`config.mk`:
```
export PLATFORM = sky130hd
export DESIGN_NAME = dst_ctrl
export DESIGN_NICKNAME = d
export VERILOG_FILES = /design/src/dst_pkg.sv /design/src/dst_timer.sv /design/src/dst_ctrl.sv
export VERILOG_INCLUDE_DIRS = /design/src
export SDC_FILE = /design/constraint.sdc
export NUM_CORES = 1
export LEC_CHECK = 0
export BUFFER_PORTS_ARGS = -buffer_cell sky130_fd_sc_hd__buf_2
export CORE_UTILIZATION = 23
export CTS_CLUSTER_DIAMETER = 150
export DETAILED_ROUTE_END_ITERATION = 10
export SYNTH_ARGS = -nofsm -noshare
export SYNTH_HDL_FRONTEND = slang
export SYNTH_SLANG_ARGS = --single-unit
```
`constraint.sdc`:
```
create_clock -name mclk -period 2.3 [get_ports mclk]
set_input_delay 0 -clock mclk [delete_from_list [all_inputs] [get_ports mclk]]
set_output_delay 0 -clock mclk [all_outputs]
set_load 0.005 [all_outputs]
```
`src/dst_map.svh`:
```
`ifndef DST_MAP_SVH
`define DST_MAP_SVH

// ****************************************************************
// Register offsets and reset values
// ****************************************************************
`define DST_ROW_TIMING_OFS     12'h000
`define DST_COL_TIMING_OFS     12'h004
`define DST_ACK_TIMING_OFS     12'h008
`define DST_STATUS_OFS         12'h00C
`define DST_ROW_TIMING_RST     8'h00
`define DST_COL_TIMING_RST     8'h00
`define DST_ACK_TIMING_RST     8'h00

// ****************************************************************
// Row strobe timing fields
// ****************************************************************
`define DST_ROW_HOLD_LSB       1
`define DST_ROW_HOLD_MSB       2
`define DST_ROW_ACTIVE_LSB     3
`define DST_ROW_ACTIVE_MSB     5
`define DST_ROW_PRE_TOP_BIT    0
`define DST_ROW_PRE_LSB        6
`define DST_ROW_PRE_MSB        7

// ****************************************************************
// Column strobe timing fields
// ****************************************************************
`define DST_REL_DELAY_BIT      0
`define DST_COL_SETUP_BIT      1
`define DST_LATER_WIDTH_LSB    2
`define DST_LATER_WIDTH_MSB    3
`define DST_FIRST_WIDTH_LSB    4
`define DST_FIRST_WIDTH_MSB    5
`define DST_COL_PRE_LSB        6
`define DST_COL_PRE_MSB        7

// ****************************************************************
// Acknowledge delay fields, timer bank and check helper count
// ****************************************************************
`define DST_ACK_LATER_LSB      2
`define DST_ACK_LATER_MSB      4
`define DST_ACK_FIRST_LSB      5
`define DST_ACK_FIRST_MSB      7
`define DST_TIMER_COUNT        5
`define DST_OBS_COUNT          6

`endif

```
`src/dst_pkg.sv`:
```
package dst_pkg;

   typedef enum logic [2:0] {
      ST_IDLE     = 3'b000,
      ST_ROW_HOLD = 3'b001,
      ST_COL_SETUP = 3'b010,
      ST_CAS_ACT  = 3'b011,
      ST_ACK      = 3'b100,
      ST_CAS_NEG  = 3'b101,
      ST_RAS_END  = 3'b110
   } dst_state_type;

   typedef enum logic [2:0] {
      TMR_STEP  = 3'b000,
      TMR_RAS_W = 3'b001,
      TMR_RAS_P = 3'b010,
      TMR_CAS_W = 3'b011,
      TMR_CAS_P = 3'b100
   } dst_tmr_type;

endpackage

```
`src/dst_timer.sv`:
```
`timescale 1ns/1ns

module dst_timer #(
   parameter int CW = 4
) (
   // Clock and reset
   input  wire logic          mclk,
   input  wire logic          resetn,
   // Load and status
   input  wire logic          load,
   input  wire logic [CW-1:0] count,
   output logic              done
);

   logic [CW-1:0] cnt;

   // Done rises in the cycle before the count expires, so a state change
   // taken on that edge lands exactly count edges after the load.
   assign done = (cnt <= CW'(1));

   always_ff @(posedge mclk or negedge resetn) begin
      if (!resetn) begin
         cnt <= '0;
      end else if (load) begin
         cnt <= count;
      end else if (cnt != '0) begin
         cnt <= cnt - CW'(1);
      end
   end

endmodule

```
`src/dst_ctrl.sv`:
```
// Function
// Row address stays on the muxed address for the programmed hold after row strobe.
// Row strobe stays asserted for at least the programmed active width.
// Row strobe stays high for the programmed precharge before reassertion.
// Column strobe releases one or three phases after sync ready negates.
// Column address leads column strobe by one or two half cycles.
// Later words of a multiword transfer use the later-word column width.
// First word holds column strobe for two to five half cycles.
// Column strobe stays high for the programmed column precharge.
// Ready and acknowledge follow column strobe after the programmed delay.
// Software must not write undefined field codes; they decode as longest.
//
// The register addresses and the APB register port were chosen for this implementation.
`timescale 1ns/1ns
`include "dst_map.svh"

module dst_ctrl #(
   parameter int AW = 10
) (
   // Clock and reset
   input  wire logic          mclk,
   input  wire logic          resetn,
   // APB slave
   input  wire logic          psel,
   input  wire logic          penable,
   input  wire logic          pwrite,
   input  wire logic [11:0]   paddr,
   input  wire logic [31:0]   pwdata,
   output logic              [31:0] prdata,
   output logic              pready,
   output logic              pslverr,
   // Access request
   input  wire logic          acc_valid,
   input  wire logic [AW-1:0] acc_row_addr,
   input  wire logic [AW-1:0] acc_col_addr,
   input  wire logic [1:0]    acc_words,
   output logic              acc_accept,
   output logic              acc_done,
   // DRAM strobes and address
   output logic              row_strobe_out_n,
   output logic              column_strobe_out_n,
   output logic     [AW-1:0] muxed_address_out,
   // Bus acknowledge
   output logic              sync_ready_n,
   output logic              transfer_acknowledge_n
);
   import dst_pkg::*;

   // ****************************************************************
   // Registers and decoded fields
   // ****************************************************************
   logic [7:0]    row_strobe_timing;
   logic [7:0]    column_strobe_timing;
   logic [7:0]    ack_delay_register;
   dst_state_type state;
   dst_state_type next_state;
   logic [AW-1:0] col_addr;
   logic [1:0]    words_left;
   logic          first_word;
   logic [3:0]    tmr_val [`DST_TIMER_COUNT];
   logic [`DST_TIMER_COUNT-1:0] tmr_load;
   logic [`DST_TIMER_COUNT-1:0] tmr_done;

   wire [1:0] row_hold_field = row_strobe_timing[`DST_ROW_HOLD_MSB:`DST_ROW_HOLD_LSB];
   wire [2:0] row_active_width_field =
      row_strobe_timing[`DST_ROW_ACTIVE_MSB:`DST_ROW_ACTIVE_LSB];
   wire [2:0] row_precharge_field = {row_strobe_timing[`DST_ROW_PRE_TOP_BIT],
                                     row_strobe_timing[`DST_ROW_PRE_MSB:`DST_ROW_PRE_LSB]};
   wire       strobe_release_delay_bit = column_strobe_timing[`DST_REL_DELAY_BIT];
   wire       column_setup_bit = column_strobe_timing[`DST_COL_SETUP_BIT];
   wire [1:0] later_word_width_field =
      column_strobe_timing[`DST_LATER_WIDTH_MSB:`DST_LATER_WIDTH_LSB];
   wire [1:0] first_word_width_field =
      column_strobe_timing[`DST_FIRST_WIDTH_MSB:`DST_FIRST_WIDTH_LSB];
   wire [1:0] column_precharge_field =
      column_strobe_timing[`DST_COL_PRE_MSB:`DST_COL_PRE_LSB];
   wire [2:0] ack_first_field = ack_delay_register[`DST_ACK_FIRST_MSB:`DST_ACK_FIRST_LSB];
   wire [2:0] ack_later_field = ack_delay_register[`DST_ACK_LATER_MSB:`DST_ACK_LATER_LSB];

   // Half-cycle counts; one half cycle is one mclk period. Undefined codes
   // are clamped to the longest legal value so a bad write stays safe.
   wire [3:0] row_hold_n = (row_hold_field == 2'b11) ? 4'h3 :
                           {2'b00, row_hold_field} + 4'h1;
   wire [3:0] row_active_n = (row_active_width_field == 3'b111) ? 4'h7 :
                             {1'b0, row_active_width_field} + 4'h1;
   wire [3:0] row_pre_n = {1'b0, row_precharge_field} + 4'h1;
   wire [3:0] release_n = strobe_release_delay_bit ? 4'h3 : 4'h1;
   wire [3:0] col_setup_n = column_setup_bit ? 4'h2 : 4'h1;
   wire [3:0] later_width_n = {2'b00, later_word_width_field} + 4'h1;
   wire [3:0] first_width_n = {2'b00, first_word_width_field} + 4'h2;
   wire [3:0] col_pre_n = (column_precharge_field == 2'b11) ? 4'h3 :
                          {2'b00, column_precharge_field} + 4'h1;
   wire [3:0] ack_first_n = {1'b0, ack_first_field} + 4'h1;
   wire [3:0] ack_later_n = {1'b0, ack_later_field} + 4'h1;
   wire [3:0] ack_cur_n = first_word ? ack_first_n : ack_later_n;
   wire [3:0] width_cur_n = first_word ? first_width_n : later_width_n;

   // ****************************************************************
   // APB slave
   // ****************************************************************
   wire        sel_row = (paddr == `DST_ROW_TIMING_OFS);
   wire        sel_col = (paddr == `DST_COL_TIMING_OFS);
   wire        sel_ack = (paddr == `DST_ACK_TIMING_OFS);
   wire        sel_sts = (paddr == `DST_STATUS_OFS);
   wire        sel_any = sel_row | sel_col | sel_ack | sel_sts;
   wire        apb_wr = psel & penable & pwrite;
   wire        busy = (state != ST_IDLE);
   wire [7:0]  status = {busy, state, first_word, 1'b0, words_left};
   wire [31:0] rd_mux = sel_row ? {24'h00_0000, row_strobe_timing} :
                        sel_col ? {24'h00_0000, column_strobe_timing} :
                        sel_ack ? {24'h00_0000, ack_delay_register} :
                        sel_sts ? {24'h00_0000, status} : 32'h0000_0000;

   // Zero wait states; an unmapped address ends with an error response.
   assign pready = 1'b1;
   assign pslverr = psel & penable & ~sel_any;

   always_ff @(posedge mclk or negedge resetn) begin
      if (!resetn) begin
         row_strobe_timing <= `DST_ROW_TIMING_RST;
         column_strobe_timing <= `DST_COL_TIMING_RST;
         ack_delay_register <= `DST_ACK_TIMING_RST;
      end else if (apb_wr) begin
         if (sel_row) row_strobe_timing <= pwdata[7:0];
         if (sel_col) column_strobe_timing <= pwdata[7:0];
         if (sel_ack) ack_delay_register <= pwdata[7:0];
      end
   end

   // Read data is captured in the setup phase so it comes from a flop.
   always_ff @(posedge mclk or negedge resetn) begin
      if (!resetn) begin
         prdata <= 32'h0000_0000;
      end else if (psel && !penable) begin
         prdata <= rd_mux;
      end
   end

   // ****************************************************************
   // Strobe timers
   // ****************************************************************
   genvar g;
   generate
      for (g = 0; g < `DST_TIMER_COUNT; g = g + 1) begin : gen_tmr
         dst_timer #(.CW(4)) u_tmr (
            .mclk   (mclk),
            .resetn (resetn),
            .load   (tmr_load[g]),
            .count  (tmr_val[g]),
            .done   (tmr_done[g])
         );
      end
   endgenerate

   // ****************************************************************
   // Access sequencer
   // ****************************************************************
   wire advance = (next_state != state);
   wire addr_load = advance && (next_state == ST_COL_SETUP);

   always_comb begin
      next_state = state;
      tmr_load = '0;
      tmr_val = '{default: 4'h0};
      case (state)
         ST_IDLE: begin
            if (acc_valid && tmr_done[TMR_RAS_P]) begin
               next_state = ST_ROW_HOLD;
               tmr_load[TMR_STEP] = 1'b1;
               tmr_val[TMR_STEP] = row_hold_n;
               tmr_load[TMR_RAS_W] = 1'b1;
               tmr_val[TMR_RAS_W] = row_active_n;
            end
         end
         ST_ROW_HOLD: begin
            if (tmr_done[TMR_STEP]) begin
               next_state = ST_COL_SETUP;
               tmr_load[TMR_STEP] = 1'b1;
               tmr_val[TMR_STEP] = col_setup_n;
            end
         end
         ST_COL_SETUP: begin
            if (tmr_done[TMR_STEP] && tmr_done[TMR_CAS_P]) begin
               next_state = ST_CAS_ACT;
               tmr_load[TMR_STEP] = 1'b1;
               tmr_val[TMR_STEP] = ack_cur_n;
               tmr_load[TMR_CAS_W] = 1'b1;
               tmr_val[TMR_CAS_W] = width_cur_n;
            end
         end
         ST_CAS_ACT: begin
            if (tmr_done[TMR_STEP]) begin
               next_state = ST_ACK;
            end
         end
         ST_ACK: begin
            next_state = ST_CAS_NEG;
            tmr_load[TMR_STEP] = 1'b1;
            tmr_val[TMR_STEP] = release_n;
         end
         ST_CAS_NEG: begin
            if (tmr_done[TMR_STEP] && tmr_done[TMR_CAS_W]) begin
               tmr_load[TMR_CAS_P] = 1'b1;
               tmr_val[TMR_CAS_P] = col_pre_n;
               if (words_left != 2'b00) begin
                  next_state = ST_COL_SETUP;
                  tmr_load[TMR_STEP] = 1'b1;
                  tmr_val[TMR_STEP] = col_setup_n;
               end else begin
                  next_state = ST_RAS_END;
               end
            end
         end
         ST_RAS_END: begin
            if (tmr_done[TMR_RAS_W]) begin
               next_state = ST_IDLE;
               tmr_load[TMR_RAS_P] = 1'b1;
               tmr_val[TMR_RAS_P] = row_pre_n;
            end
         end
         default: begin
            next_state = ST_IDLE;
         end
      endcase
   end

   always_ff @(posedge mclk or negedge resetn) begin
      if (!resetn) begin
         state <= ST_IDLE;
         row_strobe_out_n <= 1'b1;
         column_strobe_out_n <= 1'b1;
         muxed_address_out <= '0;
         col_addr <= '0;
         words_left <= 2'b00;
         first_word <= 1'b0;
         sync_ready_n <= 1'b1;
         transfer_acknowledge_n <= 1'b1;
         acc_accept <= 1'b0;
         acc_done <= 1'b0;
      end else begin
         state <= next_state;
         acc_accept <= 1'b0;
         acc_done <= 1'b0;
         if (advance) begin
            case (state)
               ST_IDLE: begin
                  row_strobe_out_n <= 1'b0;
                  muxed_address_out <= acc_row_addr;
                  col_addr <= acc_col_addr;
                  words_left <= acc_words;
                  first_word <= 1'b1;
                  acc_accept <= 1'b1;
               end
               ST_ROW_HOLD: begin
                  muxed_address_out <= col_addr;
               end
               ST_COL_SETUP: begin
                  column_strobe_out_n <= 1'b0;
               end
               ST_CAS_ACT: begin
                  sync_ready_n <= 1'b0;
                  transfer_acknowledge_n <= 1'b0;
               end
               ST_ACK: begin
                  sync_ready_n <= 1'b1;
                  transfer_acknowledge_n <= 1'b1;
               end
               ST_CAS_NEG: begin
                  column_strobe_out_n <= 1'b1;
                  first_word <= 1'b0;
                  if (words_left != 2'b00) begin
                     words_left <= words_left - 2'b01;
                     muxed_address_out <= muxed_address_out + AW'(1);
                  end
               end
               ST_RAS_END: begin
                  row_strobe_out_n <= 1'b1;
                  acc_done <= 1'b1;
               end
               default: begin
                  row_strobe_out_n <= 1'b1;
               end
            endcase
         end
      end
   end

   // ****************************************************************
   // Checks
   // ****************************************************************
   // Each helper counts the cycles its level has held, saturating at 31.
   logic [4:0] obs_cnt [`DST_OBS_COUNT];
   wire [`DST_OBS_COUNT-1:0] obs_cond = {~addr_load, sync_ready_n, column_strobe_out_n,
                                         ~column_strobe_out_n, row_strobe_out_n,
                                         ~row_strobe_out_n};
   generate
      for (g = 0; g < `DST_OBS_COUNT; g = g + 1) begin : gen_obs
         always_ff @(posedge mclk or negedge resetn) begin
            if (!resetn) begin
               obs_cnt[g] <= 5'h00;
            end else if (!obs_cond[g]) begin
               obs_cnt[g] <= 5'h00;
            end else if (obs_cnt[g] != 5'h1F) begin
               obs_cnt[g] <= obs_cnt[g] + 5'h01;
            end
         end
      end
   endgenerate

   wire [4:0] ras_low = obs_cnt[0];
   wire [4:0] ras_high = obs_cnt[1];
   wire [4:0] cas_low = obs_cnt[2];
   wire [4:0] cas_high = obs_cnt[3];
   wire [4:0] rdy_high = obs_cnt[4];
   wire [4:0] addr_age = obs_cnt[5];
endmodule

```
==> metrics.md, run 1 <==
| Metric | Value |
|---|---|
| Initial Util | `0.2340` |
| Post-layout util | `0.3021` |
| First-pass GRT wire length | `19.64 mm` |
| Worst slew margin | `0.6110` |
| Vias in the first global route | `3,763` |
| Number of synthesized flops with an enable pin | `0` |
| Count leader, synth | `dfrtp_1` |
| DIE WIDTH | `148.0 µm` |
| Minimum clock period after layout | `2155 ps` |
| Number of I/O pins | `122` |
| Detail Placement HPWL | `9.203 mm` |
| Status | `finished clean` |
| Most frequent cells after synthesis | `dfrtp_1, nand2_1, nor2_1` |
| Worst vdd ir | `0.0004149 V` |
| CP most frequent cell | `a211o_1` |
| Mean cell area of the mapped netlist | `9.827 µm²` |
| Die area | `21,910 µm²` |
| Synth area leaders | `dfrtp_1, mux2_2, ha_1, nand2_1, buf_4` |
| Area share of the largest cell type after synthesis | `0.4083` |
| Clk_lat worst skew | `350 ps` |
| Initial DRC Count | `146` |
| Slew @ Worst Pin | `583.5 ps` |
| H-tree levels | `3` |
| RSZ-0062 raised after global routing | `yes` |
| Initial antenna violation count | `0` |
| Register-to-Register Setup Slack | `140 ps` |
| Via count | `3,950` |
| Core Rows | `53` |
| CTS tree | `done` |
| WL/cell | `13.52 µm` |
| Routed Antenna Nets | `0` |
| TritonCTS buffer count | `9` |
| Reg2Reg Depth | `7` |
| Die Ht | `148.0 µm` |
| Register area share after synthesis | `0.4243` |
| Fillers | `2,226` |
| Crit start category | `flop` |
| Crit path DAT | `2400 ps` |
| Synth warn | `0` |
| Final nets | `713` |
| #FFs+latches synth | `83` |
| Core area | `20,960 µm²` |
| Final period util | `0.9370` |
| Vias per inst | `4.379` |
| Asr flop ratio synth | `1.000` |
| Achievable Freq | `0.4640 GHz` |
| Post-synthesis cell type count | `59` |
| Port Buf Inserts | `72` |
| Data required, critical path | `2540 ps` |
| Area grow syn2layout | `29.11%` |
| Layout cells sized above 1 | `0.2743` |
| Clk buf depth | `2` |
| Area leader, netlist | `dfrtp_1` |
| FF/Latch Area | `2081 µm²` |
| Critical Path End Type | `flop` |
| Hold Crit Class | `primary input to flop` |
| Leak | `2.995 nW` |
| Mapped Cells | `499` |
| Worst path max stage delay | `420 ps` |
| Cell family with most CP delay | `simple AND/OR/NAND/NOR gates` |
| Critical path fanouts, max | `10` |
| Crit path depth | `7` |
| Drt total wl | `12.20 mm` |
| Remaining DRCs | `0` |
| Buf+Inv Stages, Crit Path | `1` |
| Setup violators final | `0` |
| CTS clk-pin slew, worst paths | `70 ps` |
| Hold Path Stages | `4` |
| Hold Fails Final Rpt | `0` |
| Multi-input gate area | `2559 µm²` |
| Tot GR Track Use | `0.1155` |
| Setup CP Type | `flop to flop` |
| CTS Sinks | `83` |
| Max Slew Vio Count | `0` |
| Worst Skew | `13.62 ps` |
| Detailed-router iteration count before antenna repair | `4` |
| Largest net degree at the start of global routing | `43` |
| N_diodes | `0` |
| Max-cap viol count | `0` |
| Crit-path slowest cell | `dfrtp_1` |
| Post-Syn Area | `4903 µm²` |
| GP Congestion | `0.8139` |
| PD cells | `1060 nW/µm²` |
| Main synth FF type | `dfrtp_1` |
| Clock root buffer master | `clkbuf_16` |
| CP cell instances | `inv_1 > ha_1 > or2_2 > and2_0 > and3_2 > a211o_1 > a211o_1` |
| WHS | `9.636 ps` |
| Gr ovfl total | `0` |
[worst paths after layout]
kind | end | startpoint
min in group asynchronous | prdata[0]$_DFFE_PN0P_ | resetn
max reg2reg | gen_tmr[0].u_tmr.cnt[0]$_DFFE_PN0P_ | gen_tmr[0].u_tmr.cnt[0]$_DFFE_PN0P_
max in group asynchronous | row_strobe_out_n$_DFFE_PN1P_ | resetn
min reg2reg | col_addr[2]$_DFFE_PN0P_ | col_addr[2]$_DFFE_PN0P_
max | gen_tmr[0].u_tmr.cnt[0]$_DFFE_PN0P_ | gen_tmr[0].u_tmr.cnt[0]$_DFFE_PN0P_
min | prdata[5]$_DFFE_PN0P_ | paddr[11]
[through the flow]
step	power, mW	worst slack (ps)	cells	TNS (ps)	instance area, µm²
6_report	6.713	145.0	902	0	6331
5_1_grt	7.256	-12.25	902	-19.45	6331
4_1_cts	6.740	73.91	896	0	6265
3_5_place_dp	5.113	89.71	851	0	5657
3_3_place_gp	5.069	138.8	851	0	5657
2_1_floorplan	4.178	117.0	522	0	4990
[sequential cells by signal, summed over array words and instances, names as in the netlist, 2 cells and up]
name,flops
gen_tmr.u_tmr.cnt,20
ack_delay_register,8
words_left,2
column_strobe_timing,8
muxed_address_out,10
row_strobe_timing,8
col_addr,10
prdata,8
state,3
[cell type report]
cell class,instances,area share
Clock buffer,9,0.03557
Tap cell,275,0.05435
Timing Repair Buffer,138,0.1490
Sequential cell,83,0.3287
Clock inverter,7,0.01462
Multi-Input combinational cell,368,0.4041
Inverter,22,0.01364
[power breakdown]
part | switching (mW) | internal [mW]
Combinational | 1.46 | 1.36
Clock | 0.673 | 0.872
Sequential | 0.445 | 1.90
[layer usage]
| layer | vias to the layer above | share of wire | global-route usage |
|---|---|---|---|
| li1 | 1975 | - | - |
| met2 | 64 | 0.47 | 0.1890 |
| met1 | 1899 | 0.48 | 0.1496 |
| met5 | - | 0 | 0 |
| met3 | 12 | 0.032 | 0.02654 |
| met4 | 0 | 0.015 | 0.03814 |
[kinds of logic after synthesis]
| family | after synthesis | synth area share |
|---|---|---|
| AND/OR/NAND/NOR | 171 | 0.1914 |
| AO/OA/AOI/OAI | 96 | 0.1225 |
| flip-flops | 83 | 0.4243 |
| buffers and inverters | 71 | 0.07502 |
| multiplexers | 42 | 0.1100 |
| adder cells (fa/ha/maj) | 19 | 0.04848 |
| XOR/XNOR | 15 | 0.02679 |
| other | 2 | 0.001532 |
[what timing repair did]
item	in CTS	in global routing
setup buffers	0	6
endpoints found under the hold margin	84	0
resized for setup	0	8
hold buffers	29	0
endpoints found under the setup margin	0	19
[tightest hold or removal path: cells and delay by family]
family,cells,cell delay (ps)
compound gates,1,70
buf+inv,1,100
simple gates,2,150
[placed cells by master, fill, tap and decap left out, types with 9 or more instances in the layout]
| cell | Yosys | final |
|---|---|---|
| dfrtp_1 | 80 | 80 |
| buf_2 | 3 | 71 |
| nand2_1 | 62 | 62 |
| buf_4 | 26 | 37 |
| dlygate4sd3_1 | 0 | 29 |
| nor2_1 | 29 | 28 |
| a21oi_1 | 28 | 28 |
| o21ai_0 | 27 | 25 |
| conb_1 | 2 | 25 |
| mux2_2 | 22 | 22 |
| inv_1 | 22 | 21 |
| ha_1 | 19 | 19 |
| nor3_1 | 12 | 12 |
| xnor2_1 | 11 | 11 |
| mux2i_1 | 10 | 10 |
| nand4_1 | 9 | 9 |
| clkbuf_16 | 0 | 9 |
Note: power is estimated with default switching activity, not from simulation.
==> inputs of run 2 (changes only) <==
Clock period 2.3 ns to 2.5 ns, I/O delays scaled along.
==> run 2 against run 1 <==
Effect of this change: worst hold slack better by 0.73 ps; worst setup slack improved by 71 ps; sequential power shrank 8%; die area unchanged; clock power is essentially flat; critical path type unchanged; largest power group unchanged; highest routed layer unchanged.
==> metrics.md, run 2 (synthesis gave the netlist of run 1 again) <==
| Metric | Value |
|---|---|
| Post-layout util | `0.2968` |
| Hold Buf Count CTS | `30` |
| Post-CTS sizing | `0` |
| Crit start category | `flop` |
| Critical R2R Launch | `gen_tmr[3].u_tmr.cnt[0]$_DFFE_PN0P_` |
| Initial antenna violation count | `0` |
| Area grow syn2layout | `26.82%` |
| RSZ-0062 raised after global routing | `no` |
| Tot GR Track Use | `0.1179` |
| Cell family with most CP delay | `simple AND/OR/NAND/NOR gates` |
| Max reg flops | `20` |
| TritonCTS buffer count | `9` |
| WL/cell | `13.70 µm` |
| Crit path DAT | `2500 ps` |
| DP Worst Slack | `231.6 ps` |
| Worst vdd ir | `0.0003882 V` |
| Drt total wl | `12.15 mm` |
| Setup CP Type | `flop to flop` |
| Layout cells sized above 1 | `0.2467` |
| CP cell instances | `inv_1 > ha_1 > nor2_1 > o41ai_1 > or3b_2 > and2_1 > a211o_1` |
| Core area | `20,960 µm²` |
| Worst R2R End | `gen_tmr[0].u_tmr.cnt[0]$_DFFE_PN0P_` |
| CTS tree | `done` |
| Clk buf depth | `2` |
| N_diodes | `0` |
| Critical Path End Type | `flop` |
| Buf+Inv Stages, Crit Path | `1` |
| Minimum clock period after layout | `2284 ps` |
| Detailed-router iteration count before antenna repair | `4` |
| Setup Buffers After CTS | `0` |
| Via count | `3,887` |
| Worst slew margin | `0.6019` |
| Register-to-Register Setup Slack | `220 ps` |
| Worst path max stage delay | `540 ps` |
| Top flop regs | `gen_tmr.u_tmr.cnt: 20 flops, col_addr: 10 flops, muxed_address_out: 10 flops` |
| Die area | `21,910 µm²` |
| Remaining DRCs | `0` |
| Hold Crit Class | `primary input to flop` |
| Reg2Reg Depth | `7` |
| Setup violators final | `0` |
| Largest net degree at the start of global routing | `47` |
| Most flops, register | `gen_tmr.u_tmr.cnt` |
| Status | `finished clean` |
| Number of I/O pins | `122` |
| PD cells | `988.8 nW/µm²` |
| Post-Layout Inst Area | `6218 µm²` |
| Final period util | `0.9135` |
| Vias per inst | `4.382` |
| Data required, critical path | `2720 ps` |
| Die Ht | `148.0 µm` |
| Switching part of the total | `0.3720` |
| Clock share of power | `0.256` |
| Worst Skew | `12.75 ps` |
| H-tree levels | `3` |
| WHS | `10.37 ps` |
| Max-cap viol count | `0` |
| CTS clk-pin slew, worst paths | `60 ps` |
| Crit-path slowest cell | `or3b_2` |
| Post-DP Area | `5569 µm²` |
| DIE WIDTH | `148.0 µm` |
| Core Rows | `53` |
| Pint | `3.862 mW` |
| Final nets | `698` |
| Commonest non-fill, non-tap cells in the layout | `dfrtp_1, buf_2, nand2_1` |
| Hold endpoint | `prdata[5]$_DFFE_PN0P_` |
| Post-Route Setup TNS | `0 ps` |
| Initial Util | `0.2340` |
| Leak | `2.947 nW` |
| Port Buf Inserts | `72` |
| GP Congestion | `0.7695` |
| First-pass GRT wire length | `20.08 mm` |
| Clk_lat worst skew | `350 ps` |
| Seq pwr share | `0.351` |
| Comb power frac | `0.393` |
| Detail Placement HPWL | `9.101 mm` |
| Hold Startpoint | `paddr[11]` |
| Initial DRC Count | `219` |
| CTS Sinks | `83` |
| Critical path fanouts, max | `5` |
| Gr ovfl total | `0` |
| Hold Path Stages | `4` |
| Max Slew Vio Count | `0` |
| Final WS setup | `216.4 ps` |
| Switch Pwr | `2.287 mW` |
| Clock root buffer master | `clkbuf_16` |
| Hold Fails Final Rpt | `0` |
| Most common library cell in the layout ignoring fill and taps | `dfrtp_1` |
| Slew @ Worst Pin | `590.9 ps` |
| Vias in the first global route | `3,773` |
| Routed Antenna Nets | `0` |
| Achievable Freq | `0.4379 GHz` |
## run 2: worst max path at each step
stage	endpoint	start	slack (ps)	cells after the start
after floorplan	gen_tmr[0].u_tmr.cnt[0]$_DFFE_PN0P_	gen_tmr[0].u_tmr.cnt[0]$_DFFE_PN0P_	320	8
after global placement	gen_tmr[0].u_tmr.cnt[0]$_DFFE_PN0P_	words_left[0]$_DFFE_PN0P_	260	6
after detailed placement	gen_tmr[0].u_tmr.cnt[0]$_DFFE_PN0P_	gen_tmr[3].u_tmr.cnt[0]$_DFFE_PN0P_	230	7
after CTS	gen_tmr[0].u_tmr.cnt[0]$_DFFE_PN0P_	gen_tmr[3].u_tmr.cnt[0]$_DFFE_PN0P_	220	7
after global routing	muxed_address_out[2]$_DFFE_PN0P_	gen_tmr[0].u_tmr.cnt[0]$_DFFE_PN0P_	70	7
final	gen_tmr[0].u_tmr.cnt[0]$_DFFE_PN0P_	gen_tmr[3].u_tmr.cnt[0]$_DFFE_PN0P_	220	7
## run 2: area by class of cell
type / count / area (µm²)
clock buffers: 9 / 225.2
clock inverters: 7 / 123.9
fillers: 2256 / 14740
inverters: 22 / 82.58
multi-input cells: 368 / 2541
flip-flops and latches: 83 / 2081
well taps: 275 / 344.1
repair buffers: 123 / 820.8
## run 2: metal layers
metal	wire [µm]	global-route usage	up-vias
met5	0	0	-
met4	137	0.03505	0
met3	618	0.02562	10
met2	5780	0.1923	90
met1	5612	0.1556	1848
li1	-	-	1939
## run 2: stage by stage
| step | instances | power, mW |
|---|---|---|
| finish | 887 | 6.149 |
| global route | 887 | 6.695 |
| CTS | 887 | 6.229 |
| detailed placement | 841 | 4.587 |
| global placement | 841 | 4.550 |
| floorplan | 522 | 3.844 |
## run 2: worst reg2reg max path: stages (launching register included)
cell and delay [ps]:
dfrtp_1 430, inv_1 100, ha_1 200, nor2_1 70, o41ai_1 320, or3b_2 540
and2_1 220, a211o_1 270
## run 2: power by group through the flow
stage               Combinational [mW]  Clock (mW)  Sequential, mW
finish                            2.42        1.57            2.16
global route                      2.79        1.68            2.23
CTS                               2.45        1.61            2.17
detailed placement                2.40           0            2.18
global placement                  2.37           0            2.18
floorplan                         1.84           0            2.00
